$ cat config.mk
export PLATFORM = sky130hd
export DESIGN_NAME = pdrh_top
export DESIGN_NICKNAME = d
export VERILOG_FILES = /design/src/rtl/pdrh_pkg.sv /design/src/rtl/pdrh_sync.sv /design/src/rtl/pdrh_top.sv
export SDC_FILE = /design/constraint.sdc
export NUM_CORES = 1
export LEC_CHECK = 0
export BUFFER_PORTS_ARGS = -buffer_cell sky130_fd_sc_hd__clkbuf_2
export CORE_AREA = 2 2 193 195
export DETAILED_ROUTE_END_ITERATION = 12
export DIE_AREA = 0 0 195 197
export GPL_TIMING_DRIVEN = 0
export PLACE_DENSITY_LB_ADDON = 0.12
export SLEW_MARGIN = 20
export SYNTH_ARGS = -nofsm -noshare
export SYNTH_HDL_FRONTEND = slang
export SYNTH_SLANG_ARGS = --single-unit
export TNS_END_PERCENT = 30
$ cat constraint.sdc
create_clock -name aclk -period 12.66 [get_ports aclk]
set_clock_uncertainty 0.05 [all_clocks]
set_input_delay 1.899 -clock aclk [delete_from_list [all_inputs] [get_ports aclk]]
set_output_delay 1.899 -clock aclk [all_outputs]
set_load 0.02 [all_outputs]
$ cat src/rtl/pdrh_pkg.sv
//----------------------------------------------------------------------------
// Purpose: Shared constants for the programmable divider with reset and hold
// Assumes: 32-bit AXI4-Lite register bus, 100 MHz aclk
// Notes:   Offsets are byte addresses of aligned 32-bit words
//----------------------------------------------------------------------------
package pdrh_pkg;

    //------------------------------------------------------------------------
    // Widths
    //------------------------------------------------------------------------
    localparam int RATIO_W = 32;
    localparam int ADDR_W  = 5;
    localparam int DATA_W  = 32;

    //------------------------------------------------------------------------
    // Register map
    //------------------------------------------------------------------------
    localparam logic [ADDR_W-1:0] OFF_RATIO   = 5'h00;   // Active ratio, read only
    localparam logic [ADDR_W-1:0] OFF_SHIFT   = 5'h04;   // Serial shift image, read only
    localparam logic [ADDR_W-1:0] OFF_STATUS  = 5'h08;   // Live control and output levels
    localparam logic [ADDR_W-1:0] OFF_CONTROL = 5'h0C;   // Software reset and hold
    localparam logic [ADDR_W-1:0] OFF_COUNT   = 5'h10;   // Core counter, read only

    //------------------------------------------------------------------------
    // Field positions
    //------------------------------------------------------------------------
    localparam int CTL_RESET_BIT  = 0;
    localparam int CTL_FREEZE_BIT = 1;
    localparam int STA_RESET_BIT  = 0;
    localparam int STA_FREEZE_BIT = 1;
    localparam int STA_POS_BIT    = 2;
    localparam int STA_NEG_BIT    = 3;

    //------------------------------------------------------------------------
    // Reset values and responses
    //------------------------------------------------------------------------
    localparam logic [RATIO_W-1:0] RATIO_RESET   = 32'h0000_0000;
    localparam logic [1:0]         CONTROL_RESET = 2'h0;
    localparam logic [1:0]         RESP_OKAY     = 2'h0;
    localparam logic [1:0]         RESP_SLVERR   = 2'h2;

endpackage

$ cat src/rtl/pdrh_sync.sv
//----------------------------------------------------------------------------
// Purpose: Two-flop synchroniser for a group of asynchronous inputs
// Assumes: Inputs change slowly against aclk
// Notes:   Only the second stage leaves the module
//----------------------------------------------------------------------------
`timescale 1ns/100ps
`default_nettype none

module pdrh_sync #(
    parameter int WIDTH = 1
) (
    input  wire logic             aclk,
    input  wire logic             aresetn,
    input  wire logic [WIDTH-1:0] async_in,
    output logic      [WIDTH-1:0] sync_out
);

    typedef struct packed {
        logic [WIDTH-1:0] meta;
        logic [WIDTH-1:0] stable;
    } pdrh_sync_state_t;

    pdrh_sync_state_t st;
    pdrh_sync_state_t next_st;

    // Shift the inputs through two stages
    always_comb begin
        next_st        = st;
        next_st.meta   = async_in;
        next_st.stable = st.meta;
        if (!aresetn) begin
            next_st = '0;
        end
    end

    // State register
    always_ff @(posedge aclk) begin
        st <= next_st;
    end

    assign sync_out = st.stable;

endmodule

`default_nettype wire

$ cat src/rtl/pdrh_top.sv
//----------------------------------------------------------------------------
// Purpose: Programmable integer divider with reset, output freeze and serial
//          ratio loading, plus an AXI4-Lite window onto its state
// Assumes: All pins asynchronous to aclk; the high-speed input is far slower
//          than aclk so every edge is seen
// Notes:   Pin controls and software controls are ORed together
//----------------------------------------------------------------------------
//
// Design decisions made here: the placing of the registers and the AXI4-Lite register port.
`timescale 1ns/100ps
`default_nettype none

// Functional notes
// - Reset clears divider state, stops counting
// - Reset drives positive output low, negative high
// - Freeze holds outputs, counter keeps running
// - Reset and freeze never touch stored ratio
// - Control inputs active high, default low
// - Power-of-two ratio gives equal high, low
// - Duty stays within one third to two thirds
// - Pulse width is N minus power term
// - Ratios two to sixteen follow table widths
// - Ratio is 32-bit unsigned binary weighted
module pdrh_top #(
    parameter int RATIO_W = pdrh_pkg::RATIO_W
) (
    input  wire logic                        aclk,
    input  wire logic                        aresetn,
    // Divider pins
    input  wire logic                        div_in,
    input  wire logic                        div_reset_ctl,
    input  wire logic                        output_freeze_ctl,
    input  wire logic                        ratio_serial_in,
    input  wire logic                        ratio_shift_clk,
    input  wire logic                        ratio_load_strobe,
    output logic                             div_out_pos,
    output logic                             div_out_neg,
    // AXI4-Lite slave
    input  wire logic [pdrh_pkg::ADDR_W-1:0] s_axi_awaddr,
    input  wire logic [2:0]                  s_axi_awprot,
    input  wire logic                        s_axi_awvalid,
    output logic                             s_axi_awready,
    input  wire logic [pdrh_pkg::DATA_W-1:0] s_axi_wdata,
    input  wire logic [3:0]                  s_axi_wstrb,
    input  wire logic                        s_axi_wvalid,
    output logic                             s_axi_wready,
    output logic [1:0]                       s_axi_bresp,
    output logic                             s_axi_bvalid,
    input  wire logic                        s_axi_bready,
    input  wire logic [pdrh_pkg::ADDR_W-1:0] s_axi_araddr,
    input  wire logic [2:0]                  s_axi_arprot,
    input  wire logic                        s_axi_arvalid,
    output logic                             s_axi_arready,
    output logic [pdrh_pkg::DATA_W-1:0]      s_axi_rdata,
    output logic [1:0]                       s_axi_rresp,
    output logic                             s_axi_rvalid,
    input  wire logic                        s_axi_rready
);

    //------------------------------------------------------------------------
    // State
    //------------------------------------------------------------------------
    typedef struct packed {
        // Bus side
        logic                        aw_got;
        logic [pdrh_pkg::ADDR_W-1:0] aw_addr;
        logic                        w_got;
        logic [1:0]                  w_ctl;
        logic                        w_lane0;
        logic                        bvalid;
        logic [1:0]                  bresp;
        logic                        rvalid;
        logic [pdrh_pkg::DATA_W-1:0] rdata;
        logic [1:0]                  rresp;
        logic [1:0]                  control;
        // Serial link
        logic                        sclk_prev;
        logic                        load_prev;
        logic [RATIO_W-1:0]          shift_img;
        logic [RATIO_W-1:0]          ratio;
        logic [RATIO_W-1:0]          pulse_w;
        // Divider core
        logic                        in_prev;
        logic [RATIO_W-1:0]          cnt;
        logic                        out_pos;
        logic                        out_neg;
    } pdrh_state_t;

    pdrh_state_t st;
    pdrh_state_t next_st;

    //------------------------------------------------------------------------
    // Pin synchronisers
    //------------------------------------------------------------------------
    logic [5:0] pins_async;
    logic [5:0] pins_sync;
    logic       in_lvl;
    logic       rst_pin;
    logic       frz_pin;
    logic       sdat;
    logic       sclk;
    logic       sload;

    // Pins are active high; an idle low pin leaves everything enabled
    assign pins_async = {div_in, div_reset_ctl, output_freeze_ctl,
                         ratio_serial_in, ratio_shift_clk, ratio_load_strobe};

    pdrh_sync #(
        .WIDTH (6)
    ) u_sync (
        .aclk     (aclk),
        .aresetn  (aresetn),
        .async_in (pins_async),
        .sync_out (pins_sync)
    );

    assign {in_lvl, rst_pin, frz_pin, sdat, sclk, sload} = pins_sync;

    //------------------------------------------------------------------------
    // Pulse width from ratio
    //------------------------------------------------------------------------
    // Width is N minus largest power p with 3p <= 2N
    function automatic logic [RATIO_W-1:0] pulse_width(input logic [RATIO_W-1:0] n);
        logic [RATIO_W+1:0] twice;
        logic [RATIO_W+1:0] pw2;
        twice = {1'b0, n, 1'b0};
        pw2   = {{(RATIO_W+1){1'b0}}, 1'b1};
        for (int i = 0; i < RATIO_W; i++) begin
            if (({{(RATIO_W-1){1'b0}}, 3'h3} << i) <= twice) begin
                pw2 = {{(RATIO_W+1){1'b0}}, 1'b1} << i;
            end
        end
        return n - pw2[RATIO_W-1:0];
    endfunction

    // Address decode used by write response
    function automatic logic is_mapped(input logic [pdrh_pkg::ADDR_W-1:0] a);
        return (a == pdrh_pkg::OFF_RATIO)   || (a == pdrh_pkg::OFF_SHIFT) ||
               (a == pdrh_pkg::OFF_STATUS)  || (a == pdrh_pkg::OFF_CONTROL) ||
               (a == pdrh_pkg::OFF_COUNT);
    endfunction

    //------------------------------------------------------------------------
    // Combined controls and edges
    //------------------------------------------------------------------------
    logic core_reset;
    logic core_freeze;
    logic in_edge;
    logic sclk_edge;
    logic load_edge;
    logic do_write;
    logic do_read;

    // Pin and software controls combine
    assign core_reset  = rst_pin | st.control[pdrh_pkg::CTL_RESET_BIT];
    assign core_freeze = frz_pin | st.control[pdrh_pkg::CTL_FREEZE_BIT];
    assign in_edge     = in_lvl & ~st.in_prev;
    assign sclk_edge   = sclk & ~st.sclk_prev;
    assign load_edge   = sload & ~st.load_prev;

    // Bus handshakes
    assign s_axi_awready = ~st.aw_got & ~st.bvalid;
    assign s_axi_wready  = ~st.w_got & ~st.bvalid;
    assign s_axi_arready = ~st.rvalid;
    assign do_read       = s_axi_arvalid & s_axi_arready;
    assign do_write      = (st.aw_got | (s_axi_awvalid & s_axi_awready)) &
                           (st.w_got  | (s_axi_wvalid  & s_axi_wready));

    //------------------------------------------------------------------------
    // Next state
    //------------------------------------------------------------------------
    always_comb begin
        logic [pdrh_pkg::ADDR_W-1:0] wa;
        logic [1:0]                  wctl;
        logic                        wl0;
        logic [RATIO_W-1:0]          cnt_n;
        wa      = st.aw_addr;
        wctl    = st.w_ctl;
        wl0     = st.w_lane0;
        cnt_n   = st.cnt;
        next_st = st;

        // Write address and data, taken in either order
        if (s_axi_awvalid && s_axi_awready) begin
            next_st.aw_got  = 1'b1;
            next_st.aw_addr = s_axi_awaddr;
            wa              = s_axi_awaddr;
        end
        if (s_axi_wvalid && s_axi_wready) begin
            next_st.w_got   = 1'b1;
            next_st.w_ctl   = s_axi_wdata[1:0];
            next_st.w_lane0 = s_axi_wstrb[0];
            wctl            = s_axi_wdata[1:0];
            wl0             = s_axi_wstrb[0];
        end
        if (do_write) begin
            next_st.aw_got = 1'b0;
            next_st.w_got  = 1'b0;
            next_st.bvalid = 1'b1;
            next_st.bresp  = is_mapped(wa) ? pdrh_pkg::RESP_OKAY : pdrh_pkg::RESP_SLVERR;
            if (wa == pdrh_pkg::OFF_CONTROL && wl0) begin
                next_st.control = wctl;
            end
        end else if (st.bvalid && s_axi_bready) begin
            next_st.bvalid = 1'b0;
        end

        // Read path
        if (do_read) begin
            next_st.rvalid = 1'b1;
            next_st.rresp  = pdrh_pkg::RESP_OKAY;
            next_st.rdata  = '0;
            unique case (s_axi_araddr)
                pdrh_pkg::OFF_RATIO:   next_st.rdata = st.ratio;
                pdrh_pkg::OFF_SHIFT:   next_st.rdata = st.shift_img;
                pdrh_pkg::OFF_COUNT:   next_st.rdata = st.cnt;
                pdrh_pkg::OFF_CONTROL: next_st.rdata[1:0] = st.control;
                pdrh_pkg::OFF_STATUS: begin
                    next_st.rdata[pdrh_pkg::STA_RESET_BIT]  = core_reset;
                    next_st.rdata[pdrh_pkg::STA_FREEZE_BIT] = core_freeze;
                    next_st.rdata[pdrh_pkg::STA_POS_BIT]    = st.out_pos;
                    next_st.rdata[pdrh_pkg::STA_NEG_BIT]    = st.out_neg;
                end
                default: next_st.rresp = pdrh_pkg::RESP_SLVERR;
            endcase
        end else if (st.rvalid && s_axi_rready) begin
            next_st.rvalid = 1'b0;
        end

        // Serial link: shift MSB first, weights by bit index
        next_st.sclk_prev = sclk;
        next_st.load_prev = sload;
        if (sclk_edge) begin
            next_st.shift_img = {st.shift_img[RATIO_W-2:0], sdat};
        end
        // Ratio changes only on strobe, whatever reset or freeze do
        if (load_edge) begin
            next_st.ratio   = st.shift_img;
            next_st.pulse_w = pulse_width(st.shift_img);
        end

        // Divider core counts input cycles modulo N
        next_st.in_prev = in_lvl;
        if (in_edge) begin
            if (st.ratio == '0 || st.cnt >= st.ratio - 1'b1) begin
                cnt_n = '0;
            end else begin
                cnt_n = st.cnt + 1'b1;
            end
        end

        if (core_reset) begin
            // Counter cleared, outputs forced and still
            next_st.cnt     = '0;
            next_st.out_pos = 1'b0;
            next_st.out_neg = 1'b1;
        end else begin
            next_st.cnt = cnt_n;
            if (!core_freeze) begin
                // High for the first pulse_w cycles of each period; ratio one follows the input level
                if (st.ratio == {{(RATIO_W-1){1'b0}}, 1'b1}) begin
                    next_st.out_pos = in_lvl;
                end else if (st.ratio == '0) begin
                    // Zero ratio idles low; host freezes meanwhile
                    next_st.out_pos = 1'b0;
                end else begin
                    next_st.out_pos = (cnt_n < st.pulse_w);
                end
                next_st.out_neg = ~next_st.out_pos;
            end
            // Frozen: outputs keep their level
        end

        if (!aresetn) begin
            next_st         = '0;
            next_st.ratio   = pdrh_pkg::RATIO_RESET;
            next_st.pulse_w = '0;
            next_st.control = pdrh_pkg::CONTROL_RESET;
            next_st.out_neg = 1'b1;
        end
    end

    //------------------------------------------------------------------------
    // State register
    //------------------------------------------------------------------------
    always_ff @(posedge aclk) begin
        st <= next_st;
    end

    // Outputs
    assign div_out_pos  = st.out_pos;
    assign div_out_neg  = st.out_neg;
    assign s_axi_bvalid = st.bvalid;
    assign s_axi_bresp  = st.bresp;
    assign s_axi_rvalid = st.rvalid;
    assign s_axi_rdata  = st.rdata;
    assign s_axi_rresp  = st.rresp;

endmodule

`default_nettype wire

**After elaboration in Yosys (flattened, before gate mapping)**

Index checks and enable logic that the tools add are counted.
Widths: inputs -> output; s select.

- Equal/unequal tests: 9
- Shift-type cells: 0
- Divide/modulo/power cells: 0
- Mux-type cells: 50
- Add/subtract/negate cells: 3
- Multipliers: 0
- Order comparisons: 33
- Bitwise gates (word level): 22
- Reductions and logical operators: 19

Operators by type and width:

| cell | number |
|---|---|
| $mux 32 | 32 |
| $pmux 28 s3 | 1 |
| $le 10x33->1 const A | 1 |
| $le 11x33->1 const A | 1 |
| $le 12x33->1 const A | 1 |
| $le 13x33->1 const A | 1 |
| $le 14x33->1 const A | 1 |
| $le 15x33->1 const A | 1 |
| $le 16x33->1 const A | 1 |
| $le 17x33->1 const A | 1 |
| $le 18x33->1 const A | 1 |
| $le 19x33->1 const A | 1 |
| $le 20x33->1 const A | 1 |
| $le 21x33->1 const A | 1 |
| $le 22x33->1 const A | 1 |
| $le 23x33->1 const A | 1 |
| $le 24x33->1 const A | 1 |
| $le 25x33->1 const A | 1 |
| $le 26x33->1 const A | 1 |
| $le 27x33->1 const A | 1 |
| $le 28x33->1 const A | 1 |
| $le 29x33->1 const A | 1 |
| $le 3x33->1 const A | 1 |
| $le 30x33->1 const A | 1 |
| 35 further kinds | 81 |

- Output and inout port bits: 43
- Bits in latches: 0
- Memories: 0
- Word-level logic and storage cells: 158
- Bits in read-only memories: 0
- RAM bits: 0
- Register bits: 195

**Longest topological paths before layout**

Gate-level depths: netlist (run 1).

- Depth after elaboration: 34
- Mapped depth: 29
- Gate-level depth less buffers: 28

**Modules after synthesis**

Synthesis (run 1) repeated with hierarchy kept, for this count alone.

- Cells, all modules: 1674
- Area, all modules: 12744.7 µm²

By module, submodules not included:

| module | cells an instance | times used | area an instance (µm²) |
|---|---|---|---|
| pdrh_top | 1643 | 1 | 12363.1 |
| pdrh_sync | 31 | 1 | 381.6 |

**Least setup slack after synthesis (run 1)**

No wires, ideal clock.

- Path type: register -> register
- Start: register st[71] (netlist name)
- End: register st (netlist bit div_out_pos)
- Path slack: 6.596 ns
- Data required time: 12.550 ns
- Path buffers: 1
- Cell stages (with the launch flop): 30
- Data arrival time: 5.954 ns
- Library setup time: 0.060 ns
- Cell sequence: dfxtp_1 > or4_4 > nor3_4 > nand2b_2 > or3_4 > or2_4 > nor3_4 > nand2_4 > nor3_2 > xnor2_1 > ha_1 > nand4_1 > nor4_1 > nand2_1 > or3_1 > o21ai_0 > a211oi_2 > nor2_2 > buf_2 > nor2_1 > ha_1 > a21o_1 > a21o_1 > a21o_1 > a21o_1 > a21o_1 > a41oi_1 > a21oi_1 > nand4_1 > o2111a_1

- Cells in the longest elaborated chain, start to end: 10
- Elaborated cells between the ends (all ways): 12
- Classes of those cells: add/sub (1); order compare (2); eq/ne (1); mux (6); reduce/logical (2)

Ends and longest elaborated chain:

| element | line | text |
|---|---|---|
| start: declaration | pdrh_top.sv:89 | `pdrh_state_t st;` |
| start signal: assignment | pdrh_top.sv:287 | `st <= next_st;` |
| $sub 32x1->32 | pdrh_top.sv:245 | `if (st.ratio == '0 \|\| st.cnt >= st.ratio - 1'b1) begin` |
| $ge 32x32->1 | pdrh_top.sv:245 |  |
| $logic_or 1x1->1 | pdrh_top.sv:245 |  |
| $mux 32 | pdrh_top.sv:245 |  |
| $mux 32 | pdrh_top.sv:244 | `if (in_edge) begin` |
| $lt 32x32->1 | pdrh_top.sv:267 | `next_st.out_pos = (cnt_n < st.pulse_w);` |
| $mux 1 | pdrh_top.sv:263 | `end else if (st.ratio == '0) begin` |
| $mux 1 * | pdrh_top.sv:261 | `if (st.ratio == {{(RATIO_W-1){1'b0}}, 1'b1}) begin` |
| $mux 1 * | pdrh_top.sv:259 | `if (!core_freeze) begin` |
| $mux 1 * | pdrh_top.sv:252 | `if (core_reset) begin` |

Every way passes the cells marked *; elsewhere a longest branch is shown, timed or not. The select of a mux whose other input is x is not followed.
A chain may end at the register's enable or synchronous reset.

**Final worst setup path (run 1)**

Ends and elaborated chain as after synthesis.

==> results of run 1 <==
[worst register-to-register path: cells and delay by family (launching register included)]
| kind | cells | cell delay (ns) |
|---|---|---|
| adders and majority gates | 2 | 0.61 |
| xor gates and xnor gates | 1 | 0.13 |
| DFF | 1 | 0.38 |
| AOI/OAI and AO/OA | 10 | 1.80 |
| buffers and inverters | 1 | 0.32 |
| and+or+nand+nor | 14 | 4.32 |
[layout by cell type (no fill, tap or decap), drive strengths merged, types with 41 or more instances in the layout]
| cell | count |
|---|---|
| nand3 | 49 |
| nor3 | 41 |
| o21ai | 67 |
| inv | 54 |
| dfxtp | 193 |
| buf | 52 |
| a21oi | 139 |
| nand2 | 280 |
| mux2i | 62 |
| clkbuf | 165 |
| ha | 97 |
| nor2 | 169 |
[synth_stat cells, drive strengths merged (8+ instances only)]
cell / n
buf: 52
nor2: 169
nand3b: 10
a22oi: 28
nand2b: 13
nor2b: 18
ha: 97
xor2: 33
o21a: 15
nand2: 280
mux2i: 62
inv: 48
clkbuf: 85
dfxtp: 193
a211oi: 14
o21ai: 67
a21o: 40
and3: 8
nor4: 14
and2: 20
nand4: 24
nand3: 49
xnor2: 38
nor3: 41
a21oi: 139
or3: 13
[layer usage]
metal  up-vias  wire length [µm]
li1       5850                 -
met4         0               984
met2       230             17600
met5         -                 0
met3        48              1280
met1      5363             20100
[flip-flops by register name, summed over array words and instances (netlist names)]
name	flops
st	143
s_axi_rdata	32
u_sync.st	6
u_sync.sync_out	6
div_out_neg	1
div_out_pos	1
s_axi_bresp	1
s_axi_bvalid	1
s_axi_rresp	1
s_axi_rvalid	1
[where the power goes]
| part | switching, µW | internal, µW | total [µW] |
|---|---|---|---|
| registers | 8.07 | 620 | 628 |
| clock network | 279 | 277 | 556 |
| logic | 79.7 | 35.8 | 116 |
[worst min path at each step]
| stage | to | slack [ns] |
|---|---|---|
| after detailed placement | u_sync.sync_out[1] | 0.37 |
| after global placement | u_sync.sync_out[2] | 0.37 |
| after global routing | u_sync.sync_out[4] | 0.39 |
| final | u_sync.sync_out[0] | 0.38 |
| after floorplan | u_sync.sync_out[0] | 0.36 |
| after CTS | u_sync.sync_out[1] | 0.38 |
[cell type report]
type | instances | area [µm²]
fillers | 3896 | 22200
multi-input cells | 1273 | 7870
flip-flops and latches | 193 | 3860
plain buffers | 137 | 657
well taps | 468 | 586
clock buffers | 17 | 425
repair buffers | 63 | 315
inverters | 49 | 184
clock inverters | 15 | 150
[metrics by stage]
| step | util | std cells | power, µW | area, µm² | hold slack, ns |
|---|---|---|---|---|---|
| 6_report | 0.388 | 2215 | 1300 | 14100 | 0.385 |
| 5_1_grt | 0.388 | 2215 | 1350 | 14100 | 0.394 |
| 4_1_cts | 0.388 | 2215 | 1310 | 14100 | 0.385 |
| 3_5_place_dp | 0.372 | 2183 | 759 | 13500 | 0.367 |
| 3_3_place_gp | 0.372 | 2183 | 758 | 13500 | 0.367 |
| 2_1_floorplan | - | 1652 | 715 | 12600 | 0.362 |
[cells by family after synthesis]
kind of cell             Yosys count  synth area share
buffers and inverters            186            0.0669
AND/OR/NAND/NOR                  692             0.258
XOR/XNOR                          71            0.0495
AO/OA/AOI/OAI                    347             0.170
multiplexers                      63            0.0503
adder cells (fa/ha/maj)           98            0.0981
flip-flops                       193             0.307
other                              1          0.000298
==> metrics.csv, run 1 <==
stage,metric,value,unit
run_status,status,"complete, no violations",
cts,cts_buffers,17,
detailed_routing,routedWlPerCell,18.1,µm
hold_path,holdPathStages,1,
synthesis,yosysUniqueCellTypes,75,
detailed_routing,ant_nets,0,
cts,clock_sinks,193,
global_route,track_usage,0.213,
synthesis,synth-seq-area-share,0.307,
global_route,met3_usage,0.0291,
place,dp_slack,5.03,ns
flow_run,cap_viol_max_count,0,
synthesis,synth_seq_cells,193,
power_and_ir_drop,power.leakage,0.00585,µW
sta,maxSlewViolCount,0,
sta,fmax,131,MHz
setup_path,slowest_delay,0.63,ns
synthesis,yosys_warnings,0,
global_route,use_met2,0.339,
detailed_routing,wl,40.0,mm
cts,cts_buffer_depth,2,
sta,min_period,7.64,ns
setup_path,cp-end-kind,flip-flop,
place,hpwl,31.4,mm
setup_path,setup.worst_path.start_class,flip-flop,
hold_path,worstHoldStart,u_sync.st[6],
cts,post_cts_buffers,0,
hold_path,hp-class,flip-flop to flip-flop,
die,die_h,197,µm
cts,clk_latency,0.47,ns
synthesis,async_flop_share,0,
die,rows,70,
cts,tritoncts,built,
power_and_ir_drop,ir_drop,0.0850,mV
die,die_w,195,µm
synthesis,synth_area_leaders,"dfxtp_1 31%, ha_1 9.7%, nand2_1 8.3%, a21oi_1 5.5%, nor2_1 5.0%",
setup_path,cp_top_family,simple AND/OR/NAND/NOR gates,
cells_and_area,nets,1897,
setup_path,crit_required,13.02,ns
sta,setup_slack,5.02,ns
detailed_routing,drtPass1Iterations,6,
global_route,antenna_found_initial,0,
synthesis,synth_edf_count,0,
detailed_routing,vias,11500,
sta,rsz0062_at_grt,false,
sta,tightestPinTransition,0.969,ns
cells_and_area,syn_to_final_growth,11.8,%
global_route,grt_pass1_vias,10900,
sta,setup_viol,0,
die,start_util,0.347,
global_route,grt_max_degree,19,
global_route,grt-ovfl-total,0,
die,io_pins,108,
setup_path,rr_startpoint,st[71],
setup_path,r2r_setup_slack,5.02,ns
synthesis,yosysTopAreaCell,dfxtp_1,
sta,finalHoldViolations,0,
cts,cts_repair_resize_count,0,
detailed_routing,drtIter0Drc,739,
setup_path,cp.depth,28,
place,portBuffers,63,
cts,cts.reportedPaths.clkPinSlew,0.08,ns
power_and_ir_drop,powerDensity,92.5,mW/mm²
setup_path,crit_end,div_out_pos,
synthesis,syn_area_per_cell,7.61,µm²
global_route,met1_usage,0.298,
setup_path,critPathKind,flip-flop to flip-flop,
sta,slew_headroom,0.350,
sta,tns,0,ns
setup_path,cp_common_cell,a21o_1,
setup_path,rr_endpoint,div_out_pos,
setup_path,crit_fanout,10,
synthesis,synth.top_cell.area_share,0.307,
cts,cts_hold_buffers,0,
synthesis,ys.flop_type,dfxtp_1,
global_route,busiest_layer,met2,
place,place.gp.congestion,0.870,
setup_path,critPathArrivalTime,8.00,ns
global_route,grt_pass1_wl,63.0,mm
die,die_area,0.0384,mm²
cts,htree_levels,4,
setup_path,slowest_stage,nor4_1,
detailed_routing,vias_per_cell,5.19,
synthesis,netlist_area,0.0126,mm²
cells_and_area,n_antenna_cell,0,
detailed_routing,drcViolationCount,0,
setup_path,startpoint,st[71],
sta,fin_crit_sh,0.603,
setup_path,crit_buf_inv,1,
synthesis,syn_inst,1651,
cts,cts-root-buf,clkbuf_16,
die,coreArea,0.0363,mm²
setup_path,ff2ff_path_depth,28,
cells_and_area,drive_above_1_share,0.0910,
Power figures use the tool's default switching activity.
==> run 2: changes to the inputs <==
==> constraint.sdc (replaced) <==
create_clock -name aclk -period 6.9 [get_ports aclk]
set_clock_uncertainty 0.05 [all_clocks]
set_input_delay 1.035 -clock aclk [delete_from_list [all_inputs] [get_ports aclk]]
set_output_delay 1.035 -clock aclk [all_outputs]
set_load 0.02 [all_outputs]
==> metrics.csv, run 2 (synthesis results as in run 1) <==
stage,metric,value,unit,change
power_and_ir_drop,p_seq_frac,0.483,,about the same
detailed_routing,routedWlPerCell,18.0,µm,was 18.1 µm
cells_and_area,final_common_cell,nand2_1,,unchanged
run_status,status,"complete, no violations",,unchanged
cts,cts_buffers,17,,unchanged
cts,tritoncts,built,,unchanged
cells_and_area,n_antenna_cell,0,,unchanged
cts,htree_levels,4,,unchanged
power_and_ir_drop,p_clk_frac,0.427,,was 0.428
power_and_ir_drop,switching_share,0.281,,was 0.282
flow_run,cap_viol_max_count,0,,unchanged
setup_path,setup.worst_path.start_class,flip-flop,,unchanged
die,rows,70,,unchanged
detailed_routing,drtIter0Drc,730,,was 739
power_and_ir_drop,p_int,1710,µW,was 933 µW
cells_and_area,design_area,0.0142,mm²,was 0.0141 mm²
cts,cts_hold_buffers,0,,unchanged
sta,slew_headroom,0.351,,was 0.350
place,hpwl,31.4,mm,unchanged
place,dp_slack,-0.734,ns,was 5.03 ns
detailed_routing,wl,40.1,mm,was 40.0 mm
setup_path,slowest_stage,or4_4,,was nor4_1
global_route,grt_pass1_vias,11000,,"was 10,900"
cells_and_area,nets,1903,,"was 1,897"
setup_path,cp-end-kind,flip-flop,,unchanged
die,die_area,0.0384,mm²,unchanged
setup_path,critPathKind,flip-flop to flip-flop,,unchanged
global_route,antenna_found_initial,0,,unchanged
hold_path,hp-class,flip-flop to flip-flop,,unchanged
sta,fmax,152,MHz,was 131 MHz
global_route,grt-ovfl-total,0,,unchanged
die,die_w,195,µm,unchanged
cells_and_area,syn_to_final_growth,12.8,%,was 11.8%
cells_and_area,drive_above_1_share,0.0987,,was 0.0910
cts,clock_sinks,193,,unchanged
cells_and_area,top_register,st,,unchanged
power_and_ir_drop,powerDensity,168,mW/mm²,was 92.5 mW/mm²
sta,min_period,6.59,ns,was 7.64 ns
power_and_ir_drop,pwr-share-comb,0.090,,was 0.089
die,die_h,197,µm,unchanged
sta,tightestPinTransition,0.967,ns,was 0.969 ns
setup_path,crit_required,7.26,ns,was 13.02 ns
setup_path,crit_fanout,10,,unchanged
power_and_ir_drop,p_sw,671,µW,was 367 µW
die,io_pins,108,,unchanged
sta,setup_viol,0,,unchanged
sta,fin_crit_sh,0.955,,was 0.603
detailed_routing,vias_per_cell,5.18,,was 5.19
setup_path,cp_common_cell,a21o_1,,unchanged
power_and_ir_drop,power.leakage,0.00590,µW,was 0.00585 µW
die,coreArea,0.0363,mm²,unchanged
detailed_routing,ant_nets,0,,unchanged
cells_and_area,final_cell_mix,"277 x nand2_1, 193 x dfxtp_1, 168 x nor2_1, 139 x a21oi_1, 97 x ha_1",,"was 279 x nand2_1, 193 x dfxtp_1, 168 x nor2_1, 139 x a21oi_1, 97 x ha_1"
setup_path,slowest_delay,0.59,ns,was 0.63 ns
place,portBuffers,63,,unchanged
global_route,track_usage,0.214,,was 0.213
global_route,grt_max_degree,19,,unchanged
detailed_routing,vias,11500,,about the same
cts,cts-root-buf,clkbuf_16,,unchanged
power_and_ir_drop,ir_drop,0.154,mV,was 0.0850 mV
die,start_util,0.347,,unchanged
place,place_area,0.0135,mm²,unchanged
detailed_routing,drcViolationCount,0,,unchanged
cts,clk_latency,0.46,ns,was 0.47 ns
cts,cts.reportedPaths.clkPinSlew,0.08,ns,about the same
sta,maxSlewViolCount,0,,unchanged
setup_path,critPathArrivalTime,6.95,ns,was 8.00 ns
sta,finalHoldViolations,0,,unchanged
cells_and_area,largest_reg_flops,143,,unchanged
cts,cts_buffer_depth,2,,unchanged
detailed_routing,drtPass1Iterations,6,,unchanged
sta,setup_slack,0.310,ns,was 5.02 ns
place,place.gp.congestion,0.870,,unchanged
global_route,grt_pass1_wl,63.2,mm,was 63.0 mm
run 2: cell count changes in the layout (fill, tap and decap cells not counted), sizes merged:
cell / change
buf: +5
clkbuf: +1
run 2: power groups by stage:
stage / sequential, µW / clock (µW) / combinational (µW)
after floorplan: 1180 / 0 / 136
after global placement: 1180 / 0 / 213
after detailed placement: 1180 / 0 / 214
after CTS: 1150 / 1050 / 216
after global routing: 1160 / 1090 / 235
final: 1150 / 1020 / 214
run 2: final timing paths:
check | startpoint | to | slack (ns) | cells past startpoint
worst max-delay path | st[71] | div_out_pos | 0.31 | 29
worst min-delay path | u_sync.st[6] | u_sync.sync_out[0] | 0.38 | 1
worst max register to register | st[71] | div_out_pos | 0.31 | 29
worst min register to register | u_sync.st[6] | u_sync.sync_out[0] | 0.38 | 1
run 2: critical path, delay by kind of cell (launching register included):
family                   cells  cell delay (ns)
adder cells (fa/ha/maj)      2             0.51
AO/OA/AOI/OAI               12             2.50
buffers and inverters        1             0.17
XOR/XNOR                     1             0.14
flip-flops                   1             0.37
AND/OR/NAND/NOR             13             2.77
run 2: cell type report:
| class | count | area, µm² |
|---|---|---|
| inverter | 49 | 184 |
| tap | 468 | 586 |
| fill | 3884 | 22100 |
| buffer | 137 | 666 |
| multi-input combinational | 1273 | 7940 |
| clock buffer | 17 | 425 |
| timing repair buffer | 69 | 360 |
| clock inverter | 15 | 150 |
| sequential | 193 | 3860 |
run 2: through the flow:
step	setup TNS [ns]	util	std cells	hold slack, ns	power, µW
2_1_floorplan	0	-	1652	0.362	1310
3_3_place_gp	-1.41	0.372	2183	0.367	1390
3_5_place_dp	-1.46	0.372	2183	0.367	1390
4_1_cts	0	0.390	2219	0.385	2410
5_1_grt	-0.0454	0.391	2221	0.394	2490
6_report	0	0.391	2221	0.385	2390
run 2: layer usage:
| layer | up-vias | share of wire | GRT usage |
|---|---|---|---|
| met4 | 0 | 0.025 | 0.0707 |
| li1 | 5854 | - | - |
| met5 | - | 0 | 0 |
| met1 | 5356 | 0.50 | 0.298 |
| met2 | 249 | 0.44 | 0.340 |
| met3 | 44 | 0.037 | 0.0315 |
run 2: repair_timing:
item | CTS | global route
hold endpoints to repair | 0 | 0
buffers inserted | 4 | 2
resized for setup | 7 | 9
endpoints found under the setup margin | 2 | 2
pin swaps | 4 | 6
==> run 3: changes to the inputs <==
--- a/config.mk
+++ b/config.mk
@@ -10,6 +10,7 @@
 export DETAILED_ROUTE_END_ITERATION = 12
 export DIE_AREA = 0 0 195 197
 export GPL_TIMING_DRIVEN = 0
+export MAX_ROUTING_LAYER = met4
 export PLACE_DENSITY_LB_ADDON = 0.12
 export SLEW_MARGIN = 20
 export SYNTH_ARGS = -nofsm -noshare
==> metrics.csv, run 3 (synthesis results as in run 1) <==
stage,metric,value,unit,change
run_status,status,"complete, no violations",,unchanged
die,start_util,0.347,,unchanged
setup_path,startpoint,st[71],,unchanged
power_and_ir_drop,p_clk_frac,0.421,,was 0.427
cells_and_area,nets,1907,,"was 1,903"
setup_path,slowest_stage,or4_4,,unchanged
detailed_routing,vias,11500,,about the same
sta,setup_viol,0,,unchanged
sta,min_period,6.62,ns,was 6.59 ns
place,place.gp.congestion,0.892,,was 0.870
global_route,grt_pass1_vias,11100,,"was 11,000"
setup_path,crit_fanout,10,,unchanged
cells_and_area,drive_above_1_share,0.102,,was 0.0987
cells_and_area,final_cell_mix,"276 x nand2_1, 191 x dfxtp_1, 168 x nor2_1, 138 x a21oi_1, 97 x ha_1",,"was 277 x nand2_1, 193 x dfxtp_1, 168 x nor2_1, 139 x a21oi_1, 97 x ha_1"
power_and_ir_drop,ir_drop,0.162,mV,was 0.154 mV
sta,tns,0,ns,unchanged
setup_path,r2r_setup_slack,0.28,ns,was 0.31 ns
die,die_w,195,µm,unchanged
setup_path,crit_end,div_out_pos,,unchanged
global_route,antenna_found_initial,1,,was 0
die,die_area,0.0384,mm²,unchanged
hold_path,worstHoldStart,u_sync.st[10],,was u_sync.st[6]
flow_run,cap_viol_max_count,0,,unchanged
sta,fmax,151,MHz,was 152 MHz
setup_path,critPathArrivalTime,6.98,ns,was 6.95 ns
cts,cts_buffer_depth,2,,unchanged
cts,cts.reportedPaths.clkPinSlew,0.08,ns,about the same
setup_path,cp-end-kind,flip-flop,,unchanged
sta,slew_headroom,0.375,,was 0.351
die,die_h,197,µm,unchanged
sta,hold_slack,0.386,ns,was 0.385 ns
power_and_ir_drop,powerDensity,166,mW/mm²,was 168 mW/mm²
detailed_routing,ant_nets,0,,unchanged
setup_path,slowest_delay,0.58,ns,was 0.59 ns
cts,clock_sinks,193,,unchanged
power_and_ir_drop,p_seq_frac,0.488,,was 0.483
cts,cts_buffers,17,,unchanged
cells_and_area,num-fill-cells,3860,,"was 3,884"
global_route,grt-ovfl-total,0,,unchanged
place,hpwl,31.3,mm,was 31.4 mm
place,portBuffers,63,,unchanged
cts,cts-root-buf,clkbuf_16,,unchanged
setup_path,critPathKind,flip-flop to flip-flop,,unchanged
detailed_routing,vias_per_cell,5.19,,was 5.18
cells_and_area,design_area,0.0142,mm²,about the same
power_and_ir_drop,switching_share,0.285,,was 0.281
setup_path,setup.worst_path.start_class,flip-flop,,unchanged
cells_and_area,top_register,st,,unchanged
global_route,track_usage,0.219,,was 0.214
setup_path,cp_common_cell,a21o_1,,unchanged
sta,fin_crit_sh,0.959,,was 0.955
die,coreArea,0.0363,mm²,unchanged
cells_and_area,largest_reg_flops,143,,unchanged
place,place_area,0.0135,mm²,unchanged
power_and_ir_drop,p_sw,673,µW,was 671 µW
setup_path,rr_startpoint,st[71],,unchanged
cts,cts_hold_buffers,0,,unchanged
setup_path,crit_required,7.27,ns,was 7.26 ns
sta,maxSlewViolCount,0,,unchanged
cts,htree_levels,4,,unchanged
global_route,grt_max_degree,19,,unchanged
setup_path,ff2ff_path_depth,29,,unchanged
cts,tritoncts,built,,unchanged
die,rows,70,,unchanged
sta,tightestPinTransition,0.938,ns,was 0.967 ns
sta,finalHoldViolations,0,,unchanged
cells_and_area,final_common_cell,nand2_1,,unchanged
detailed_routing,wl,40.0,mm,was 40.1 mm
power_and_ir_drop,p_int,1690,µW,was 1710 µW
detailed_routing,drtPass1Iterations,6,,unchanged
detailed_routing,drcViolationCount,0,,unchanged
cells_and_area,n_antenna_cell,0,,unchanged
cts,clk_latency,0.47,ns,was 0.46 ns
global_route,grt_pass1_wl,63.0,mm,was 63.2 mm
power_and_ir_drop,power.leakage,0.00593,µW,was 0.00590 µW
detailed_routing,drtIter0Drc,853,,was 730
detailed_routing,routedWlPerCell,18.0,µm,about the same
setup_path,rr_endpoint,div_out_pos,,unchanged
cells_and_area,syn_to_final_growth,12.9,%,was 12.8%
die,io_pins,108,,unchanged
power_and_ir_drop,pwr-share-comb,0.091,,was 0.090
hold_path,hp-class,flip-flop to flip-flop,,unchanged
-- run 3: layout make-up --
cell class | count | area [µm²] | share of cell area
Multi-Input combinational cell | 1273 | 7950 | 0.560
Tap cell | 468 | 586 | 0.0413
Sequential cell | 193 | 3870 | 0.272
Inverter | 49 | 184 | 0.0130
Buffer | 137 | 666 | 0.0469
Clock buffer | 18 | 439 | 0.0309
Timing Repair Buffer | 73 | 390 | 0.0275
Clock inverter | 14 | 119 | 0.00837
-- run 3: worst min path at each step --
stage | end | depth (start not counted)
detailed placement | u_sync.sync_out[4] | 1
CTS | u_sync.sync_out[4] | 1
floorplan | u_sync.sync_out[0] | 1
finish | u_sync.sync_out[4] | 1
global route | u_sync.sync_out[4] | 1
global placement | u_sync.sync_out[1] | 1
-- run 3: power groups by stage --
stage / registers (µW) / clock network [µW] / logic [µW]
floorplan: 1180 / 0 / 136
finish: 1150 / 994 / 214
CTS: 1150 / 1020 / 216
global placement: 1180 / 0 / 213
global route: 1160 / 1050 / 236
detailed placement: 1180 / 0 / 214
-- run 3: metal layers --
metal	GRT usage	vias to the layer above	routed length (µm)
met4	0.0667	0	854
li1	-	5876	-
met2	0.343	213	17900
met1	0.297	5419	20000
met3	0.0248	36	1170
met5	-	-	0
-- run 3: critical path: cells and delay by family (launching register included) --
kind                     cells  cell delay, ns
AND/OR/NAND/NOR             13            2.75
XOR/XNOR                     1            0.14
buffers and inverters        1            0.17
AO/OA/AOI/OAI               12            2.55
flip-flops                   1            0.36
adder cells (fa/ha/maj)      2            0.52
-- run 3: per-stage QoR --
stage,util,setup slack (ns),cells,total power [µW]
after floorplan,-,0.836,1652,1310
after global placement,0.372,-0.706,2183,1390
after detailed placement,0.372,-0.713,2183,1390
after CTS,0.389,0.00921,2220,2390
after global routing,0.391,-0.0193,2225,2440
final,0.391,0.283,2225,2360
-- run 3: timing repair --
item                       in CTS  in global routing
cloned                          0                  0
buffers inserted                5                  5
setup endpoints to repair       2                  2
gates resized for setup         7                 14
hold endpoints to repair        0                  0
pin swaps                       3                  9
